==> config.mk <==
export PLATFORM = sky130hd
export DESIGN_NAME = ntfcs_status
export DESIGN_NICKNAME = d
export VERILOG_FILES = /design/src/hw/ntfcs_pkg.sv /design/src/hw/ntfcs_status.sv /design/src/hw/ntfcs_sticky.sv
export VERILOG_INCLUDE_DIRS = /design/src /design/src/hw
export SDC_FILE = /design/constraint.sdc
export NUM_CORES = 1
export LEC_CHECK = 0
export BUFFER_PORTS_ARGS = -buffer_cell sky130_fd_sc_hd__clkbuf_2
export CAP_MARGIN = 25
export CORE_MARGIN = 2
export CORE_UTILIZATION = 30
export DETAILED_ROUTE_END_ITERATION = 8
export RECOVER_POWER = 25
export SKIP_CTS_REPAIR_TIMING = 1
export SLEW_MARGIN = 20
export SYNTH_ARGS = -nofsm -noshare
export SYNTH_HDL_FRONTEND = slang
export SYNTH_SLANG_ARGS = --single-unit
==> constraint.sdc <==
create_clock -name ref_clk -period 3 [get_ports ref_clk]
set_input_delay 0.15 -clock ref_clk [delete_from_list [all_inputs] [get_ports ref_clk]]
set_output_delay 0.15 -clock ref_clk [all_outputs]
set_load 0.01 [all_outputs]
==> src/hw/ntfcs_consts.svh <==
// Offsets, field positions, reset values and thresholds of the target/FIFO/collision status bank.
// Assumes inclusion by bare name from the status bank module ntfcs_status.
`ifndef NTFCS_CONSTS_SVH
`define NTFCS_CONSTS_SVH

// Register indexes; byte address is four times the index
`define NTFCS_IDX_PT_FLAGS   6'h1d
`define NTFCS_IDX_FIFO_LO    6'h1e
`define NTFCS_IDX_FIFO_HI    6'h1f
`define NTFCS_IDX_COLLISION  6'h20
`define NTFCS_IDX_PT_MASK    6'h30

// Event flag bit positions
`define NTFCS_B_WAIT_TIMER   7
`define NTFCS_B_SLOT_LEVEL   6
`define NTFCS_B_FIELD_ON     5
`define NTFCS_B_AUTO_RX_END  4
`define NTFCS_B_HIGH_RATE    3
`define NTFCS_B_RESERVED     2
`define NTFCS_B_STAR_ACTIVE  1
`define NTFCS_B_ACTIVE       0

// Reset values
`define NTFCS_MASK_RST       8'h00
`define NTFCS_ZERO8          8'h00
`define NTFCS_ZERO32         32'h0000_0000

// Thresholds and codes
`define NTFCS_FIFO_DEPTH     10'h200
`define NTFCS_WL_RX_ABOVE    10'h12c
`define NTFCS_WL_TX_BELOW    10'h0c8
`define NTFCS_SLOTS_LEFT     8'h04
`define NTFCS_RATE_212       2'h1
`define NTFCS_RATE_424       2'h2

`endif

==> src/hw/ntfcs_pkg.sv <==
// Types shared by the status bank and its sticky flag cell.
// Assumes ntfcs_consts.svh is on the include path.
package ntfcs_pkg;

    // Target state machine codes as reported by the target core
    typedef enum logic [3:0] {
        NTFCS_PTA_POWER_OFF = 4'h0,
        NTFCS_PTA_IDLE      = 4'h1,
        NTFCS_PTA_READY_1   = 4'h2,
        NTFCS_PTA_READY_2   = 4'h3,
        NTFCS_PTA_ACTIVE    = 4'h5,
        NTFCS_PTA_HALT      = 4'h9,
        NTFCS_PTA_READY_1S  = 4'ha,
        NTFCS_PTA_READY_2S  = 4'hb,
        NTFCS_PTA_ACTIVE_S  = 4'hd
    } ntfcs_pta_state_t;

    typedef struct packed {
        logic flag;
    } ntfcs_sticky_t;

    typedef struct packed {
        logic        pready;
        logic        pslverr;
        logic [31:0] prdata;
        logic [7:0]  rd_clr;
        logic [9:0]  fifo_count;
        logic        fifo_unf;
        logic        fifo_ovr;
        logic [2:0]  lb_bits;
        logic        lb_np;
        logic [3:0]  col_byte;
        logic [2:0]  col_bit;
        logic        col_pb;
        logic        col_seen;
        logic        hard_err;
        logic [7:0]  mask;
        logic        irq;
        logic        water_level;
        logic [3:0]  prev_pta;
        logic [7:0]  prev_slots;
    } ntfcs_state_t;

endpackage

==> src/hw/ntfcs_status.sv <==
// Status bank: target event flags, FIFO status, collision position, over APB.
// Assumes event inputs are one-cycle pulses synchronous to ref_clk.
//
// Added by the designer: the APB slave port.
`timescale 1ns/10ps
`include "ntfcs_consts.svh"
module ntfcs_status
(
    input  wire logic                        ref_clk,
    input  wire logic                        rst,
    input  wire logic                        psel,
    input  wire logic                        penable,
    input  wire logic                        pwrite,
    input  wire logic [7:0]                  paddr,
    input  wire logic [31:0]                 pwdata,
    output logic      [31:0]                 prdata,
    output logic                             pready,
    output logic                             pslverr,
    input  wire logic                        field_wait_timer_evt,
    input  wire logic [7:0]                  time_slot_number_unused,
    input  wire logic                        ca_done,
    input  wire logic                        ca_collision,
    input  wire logic                        field_on,
    input  wire logic                        passive_target_mode,
    input  wire logic                        auto_anticoll_reply_sent,
    input  wire logic                        auto_sensf_reply_sent,
    input  wire logic [1:0]                  rx_rate,
    input  wire ntfcs_pkg::ntfcs_pta_state_t target_state,
    input  wire logic                        fifo_push,
    input  wire logic                        fifo_pop,
    input  wire logic                        fifo_clear,
    input  wire logic                        rx_active,
    input  wire logic                        tx_active,
    input  wire logic                        rx_start,
    input  wire logic                        rx_end,
    input  wire logic [2:0]                  rx_last_bits,
    input  wire logic                        rx_parity_missing,
    input  wire logic                        framing_error_corrupt,
    input  wire logic                        collision_evt,
    input  wire logic                        anticoll_cmd,
    input  wire logic [3:0]                  collision_byte_in,
    input  wire logic [2:0]                  collision_bit_in,
    input  wire logic                        collision_parity_in,
    output logic                             pt_irq,
    output logic                             fifo_water_level,
    output logic                             hard_framing_error_flag
);
    import ntfcs_pkg::*;

    parameter int FIFO_DEPTH = 512;

    ntfcs_state_t st;
    ntfcs_state_t next_st;
    logic [7:0]   evt_set;
    logic [7:0]   evt_clr;
    logic [7:0]   evt_flags;
    logic [5:0]   idx;
    logic         setup;
    logic         done;
    logic         fifo_full;
    logic         fifo_empty;
    logic         do_push;
    logic         do_pop;
    logic         rate_high;

    assign idx        = paddr[7:2];
    assign setup      = psel && penable && !st.pready;
    assign done       = psel && penable && st.pready;
    assign fifo_full  = (st.fifo_count == FIFO_DEPTH[9:0]);
    assign fifo_empty = (st.fifo_count == 10'h000);
    assign do_push    = fifo_push && !fifo_full;
    assign do_pop     = fifo_pop && !fifo_empty;

    // Only the two higher rates arm bit 3; any other rate code never does
    always_comb
    begin
        case (rx_rate)
            `NTFCS_RATE_212:
            begin
                rate_high = 1'b1;
            end
            `NTFCS_RATE_424:
            begin
                rate_high = 1'b1;
            end
            default:
            begin
                rate_high = 1'b0;
            end
        endcase
    end

    // Event sources of the target flag register
    always_comb
    begin
        evt_set = `NTFCS_ZERO8;
        evt_set[`NTFCS_B_WAIT_TIMER]  = field_wait_timer_evt;
        evt_set[`NTFCS_B_SLOT_LEVEL]  = (time_slot_number_unused == `NTFCS_SLOTS_LEFT)
                                     && (st.prev_slots != `NTFCS_SLOTS_LEFT);
        evt_set[`NTFCS_B_FIELD_ON]    = ca_done && !ca_collision && field_on;
        evt_set[`NTFCS_B_AUTO_RX_END] = passive_target_mode
                                     && (auto_anticoll_reply_sent
                                     || auto_sensf_reply_sent);
        evt_set[`NTFCS_B_HIGH_RATE]   = auto_sensf_reply_sent && rate_high;
        evt_set[`NTFCS_B_STAR_ACTIVE] = (target_state == NTFCS_PTA_ACTIVE_S)
                                     && (st.prev_pta != NTFCS_PTA_ACTIVE_S);
        evt_set[`NTFCS_B_ACTIVE]      = (target_state == NTFCS_PTA_ACTIVE)
                                     && (st.prev_pta != NTFCS_PTA_ACTIVE);
    end

    // Only the bits handed out in the read data are cleared, so an event
    // arriving between capture and completion is kept for the next read
    always_comb
    begin
        evt_clr = `NTFCS_ZERO8;
        if (done && !pwrite && (idx == `NTFCS_IDX_PT_FLAGS))
        begin
            evt_clr = st.rd_clr;
        end
    end

    genvar gi;
    generate
        for (gi = 0; gi < 8; gi++)
        begin : g_flag
            if (gi == `NTFCS_B_RESERVED)
            begin : g_rsvd
                assign evt_flags[gi] = 1'b0;
            end
            else
            begin : g_bit
                ntfcs_sticky u_flag
                (
                    .ref_clk (ref_clk),
                    .rst     (rst),
                    .set     (evt_set[gi]),
                    .clr     (evt_clr[gi]),
                    .q       (evt_flags[gi])
                );
            end
        end
    endgenerate

    always_comb
    begin
        next_st = st;
        next_st.prev_pta   = target_state;
        next_st.prev_slots = time_slot_number_unused;

        // APB: one wait state, data and error captured with pready
        if (setup)
        begin
            next_st.pready  = 1'b1;
            next_st.pslverr = 1'b0;
            next_st.prdata  = `NTFCS_ZERO32;
            next_st.rd_clr  = `NTFCS_ZERO8;
            case (idx)
                `NTFCS_IDX_PT_FLAGS:
                begin
                    next_st.prdata[7:0] = evt_flags;
                    next_st.rd_clr      = evt_flags;
                end
                `NTFCS_IDX_FIFO_LO:
                begin
                    next_st.prdata[7:0] = st.fifo_count[7:0];
                end
                `NTFCS_IDX_FIFO_HI:
                begin
                    next_st.prdata[7:0] = {st.fifo_count[9:8], st.fifo_unf, st.fifo_ovr,
                                           st.lb_bits, st.lb_np};
                end
                `NTFCS_IDX_COLLISION:
                begin
                    next_st.prdata[7:0] = {st.col_byte, st.col_bit, st.col_pb};
                end
                `NTFCS_IDX_PT_MASK:
                begin
                    next_st.prdata[7:0] = st.mask;
                end
                default:
                begin
                    next_st.pslverr = 1'b1;
                end
            endcase
        end
        else if (done)
        begin
            next_st.pready  = 1'b0;
            next_st.pslverr = 1'b0;
            next_st.rd_clr  = `NTFCS_ZERO8;
        end
        else
        begin
            next_st.pready  = 1'b0;
            next_st.pslverr = 1'b0;
        end

        // Status registers are read-only, so only the mask takes a write
        if (done && pwrite && idx == `NTFCS_IDX_PT_MASK)
        begin
            next_st.mask = pwdata[7:0];
        end

        // FIFO occupancy; a push and pop together leave it unchanged, except when empty (push counts) or full (pop counts)
        if (fifo_clear)
        begin
            next_st.fifo_count = 10'h000;
        end
        else if (do_push && !do_pop)
        begin
            next_st.fifo_count = st.fifo_count + 10'h001;
        end
        else if (do_pop && !do_push)
        begin
            next_st.fifo_count = st.fifo_count - 10'h001;
        end
        // Both error flags stick until a FIFO clear; a fresh error in the clear cycle wins
        if (fifo_clear)
        begin
            next_st.fifo_unf = 1'b0;
            next_st.fifo_ovr = 1'b0;
        end
        if (fifo_pop && fifo_empty)
        begin
            next_st.fifo_unf = 1'b1;
        end
        if (fifo_push && fifo_full && !fifo_pop)
        begin
            next_st.fifo_ovr = 1'b1;
        end

        // Last byte description, taken at end of reception
        if (rx_end)
        begin
            next_st.lb_bits = rx_last_bits;
            next_st.lb_np   = rx_parity_missing && (rx_last_bits == 3'h0);
        end

        // Hard framing error lives for one reception; a new error beats the clear
        if (rx_start)
        begin
            next_st.hard_err = 1'b0;
        end
        if (framing_error_corrupt)
        begin
            next_st.hard_err = 1'b1;
        end

        // First collision of an anticollision frame only
        if (rx_start)
        begin
            next_st.col_seen = 1'b0;
        end
        if (collision_evt && anticoll_cmd && (!st.col_seen || rx_start))
        begin
            next_st.col_seen = 1'b1;
            next_st.col_byte = collision_byte_in;
            next_st.col_bit  = collision_bit_in;
            next_st.col_pb   = collision_parity_in;
        end

        next_st.irq         = |(evt_flags & ~st.mask);
        next_st.water_level = (rx_active && st.fifo_count > `NTFCS_WL_RX_ABOVE)
                           || (tx_active && st.fifo_count < `NTFCS_WL_TX_BELOW);
    end

    always_ff @(posedge ref_clk or posedge rst)
    begin
        if (rst)
        begin
            st      <= '0;
            st.mask <= `NTFCS_MASK_RST;
        end
        else
        begin
            st <= next_st;
        end
    end

    assign prdata                  = st.prdata;
    assign pready                  = st.pready;
    assign pslverr                 = st.pslverr;
    assign pt_irq                  = st.irq;
    assign fifo_water_level        = st.water_level;
    assign hard_framing_error_flag = st.hard_err;
endmodule // ntfcs_status

==> src/hw/ntfcs_sticky.sv <==
// One event flag: set by hardware, cleared by a read of its register.
// Assumes set and clr are synchronous one-cycle pulses on ref_clk.
`timescale 1ns/10ps
module ntfcs_sticky
    import ntfcs_pkg::*;
(
    input  wire logic ref_clk,
    input  wire logic rst,
    input  wire logic set,
    input  wire logic clr,
    output logic      q
);
    ntfcs_sticky_t st;
    ntfcs_sticky_t next_st;

    // Set beats clear so an event in the read cycle survives to the next read
    always_comb
    begin
        next_st = st;
        if (clr)
        begin
            next_st.flag = 1'b0;
        end
        if (set)
        begin
            next_st.flag = 1'b1;
        end
    end

    always_ff @(posedge ref_clk or posedge rst)
    begin
        if (rst)
        begin
            st <= '0;
        end
        else
        begin
            st <= next_st;
        end
    end

    assign q = st.flag;
endmodule // ntfcs_sticky

==> impl_metrics.toml <==
[setup_path]
worst-path-max-fanout = 6
start_kind = "flip-flop"
critPathKind = "flip-flop to flip-flop"
worstPathRequired_ns = 3.22
cp-end-kind = "flip-flop"
arrival_ns = 3.22

[logic_synthesis]
synth_area_um2 = 3706
synthArstFlopShare_pct = 100.0
syn_inst = 342
ys_warn_count = 0
synthFlopType = "dfrtp_1"
synth-edff-count = 0
syn_area_per_cell_um2 = 10.84
synth-seq-cells = 72
synth.yosys.seq_area_share_pct = 48.62
synth.distinct_cells = 56

[floorplanning]
fp.coreArea_um2 = 12010
die_h_um = 115.1
start_util_pct = 30.85
num_io_pins = 125
num_rows = 40
die_x_um = 115.1
die-area_um2 = 13260

[layout]
syn_to_final_growth_pct = 26.91
drive_above_1_share_pct = 28.67
final_common_cell = "dfrtp_1"
nets = 543
n_antenna_cell = 0
layout_common_cells = "dfrtp_1, clkbuf_2, nor2_1, conb_1, buf_4"

[job]
cap_violations = 1

[sta]
final.min_clock_period_ns = 2.993
final_hold_viol_count = 0
slew_headroom_pct = -4.751
maxSlewViolCount = 42
setup_tns_ns = 0
period_share_pct = 99.78
max_freq_mhz = 334.1
rsz0062_at_grt = "yes"
finalSetupViolCount = 0
tightest_slew_ns = 1.570
timing.hold.ws_ns = 0.004368
clock_skew_ns = 0.01243

[routing]
drtPass1Iterations = 5
via_per_inst = 4.935
vias = 2946
post_drt_wl_per_cell_um = 15.49
wirelength_um = 9247
post-route-drc-count = 0
first_iter_violations = 251
drtAntennaViolNets = 0

[global_routing]
grt_pass1_vias = 2837
grt_overflow = 0
grt_usage_pct = 14.54
grt_max_degree = 42
grt_pass1_wl_um = 14580
antenna_found_initial = 0

[clocking]
root_buffer = "clkbuf_16"
cts_buffers = 9
cts_tree = "yes"
cts.sinks = 72
clk-insertion-delay-late_ns = 0.34
clk_transition_reported_paths_ns = 0.06
cts_max_path_buffers = 2
htreeDepth = 3

[placed_design]
hpwl_um = 6892
numPortBuffers = 74
place.gp.congestion = 0.8581

[status]
violations = "capacitance limit, slew limit"
status = "finished with violations"

[power]
power_density_nw_per_um2 = 778.5
vdd_drop_max_v = 0.0003089
p_leak_nw = 2.213

[hold_path]
min_path_type = "primary input to flip-flop"
==> per-layer routing <==
| metal | vias up | share of wire, % | track usage [%] |
|---|---|---|---|
| li1 | 1424 | - | - |
| met1 | 1409 | 46 | 18.95 |
| met2 | 92 | 46 | 22.31 |
| met3 | 21 | 5.6 | 3.954 |
| met4 | 0 | 2.6 | 7.229 |
| met5 | - | 0 | 0 |
==> area by class of cell <==
class,count,area [µm²]
Clock buffer,12,266.5
Clock inverter,3,40.04
Fill cell,1187,7308
Inverter,19,71.32
Multi-Input combinational cell,235,1684
Sequential cell,72,1803
Tap cell,147,183.9
Timing Repair Buffer,109,654.4
==> power breakdown <==
group | internal, mW | switching, mW
combinational | 0.656 | 0.688
sequential | 1.10 | 0.111
clock | 0.704 | 0.402
==> flip-flops by register name, indices dropped and copies added (netlist names) <==
| name | cells |
|---|---|
| pt_irq | 1 |
| pready | 1 |
| fifo_water_level | 1 |
| prdata | 8 |
| g_flag.g_bit.u_flag.q | 7 |
| hard_framing_error_flag | 1 |
| pslverr | 1 |
| st | 52 |
==> final timing paths <==
path	cells after the start	to	startpoint	slack, ns
worst max-delay path	10	st[45]	st[40]	0.007
worst max register to register	10	st[45]	st[40]	0.007
worst min register to register	1	hard_framing_error_flag	hard_framing_error_flag	0.50
worst min-delay path	2	st[23]	rx_start	0.004
max in group asynchronous	3	g_flag[4].g_bit.u_flag.q	rst	1.71
min in group asynchronous	2	prdata[3]	rst	0.26
==> stage by stage <==
step	total power, mW	std cells	utilization (%)	area [µm²]	worst slack, ns
after floorplan	2.109	365	-	3792	0.02861
after global placement	2.460	569	35.26	4235	-0.02906
after detailed placement	2.488	569	35.26	4235	-0.1030
after CTS	3.605	584	37.81	4542	-0.1283
after global routing	3.899	597	39.16	4703	-0.02115
final	3.662	597	39.16	4703	0.006720
==> kinds of logic after synthesis <==
group           share of synthesized area, %
mux                                    7.428
fa+ha+maj                              3.241
xor+xnor                               1.654
buf+inv                                9.385
flops                                  48.62
compound gates                         16.61
other cells                           0.1012
simple gates                           12.96
==> cells in the mapped netlist (all sizes together) (3+ instances only) <==
cell,count,share of area [%]
a32o,3,0.81
ha,8,2.7
or2,4,0.68
a222oi,8,2.2
nor2,24,2.4
a31oi,11,1.9
o21ai,8,1.1
buf,35,7.1
nor3,8,1.2
mux2,20,6.1
a21oi,10,1.4
nand3,4,0.54
dfrtp,72,49
nor4b,3,0.71
clkbuf,4,0.41
nand2,20,2.0
xor2,3,0.71
inv,19,1.9
xnor2,4,0.95
a221oi,3,0.71
a22oi,9,1.8
o31ai,3,0.61
mux2i,5,1.4
nor4,10,1.9
a21o,5,1.0
a22o,9,2.1
==> critical path, cell delays in order (launching register included) <==
cell	delay, ns
dfrtp_2	0.44
or4_4	0.55
nor3_2	0.17
nand2_1	0.12
nand3_4	0.13
ha_1	0.25
a21o_1	0.19
and4_1	0.24
nor4_1	0.37
nor4_1	0.10
o311a_1	0.30
(Power assumes the default switching activity.)
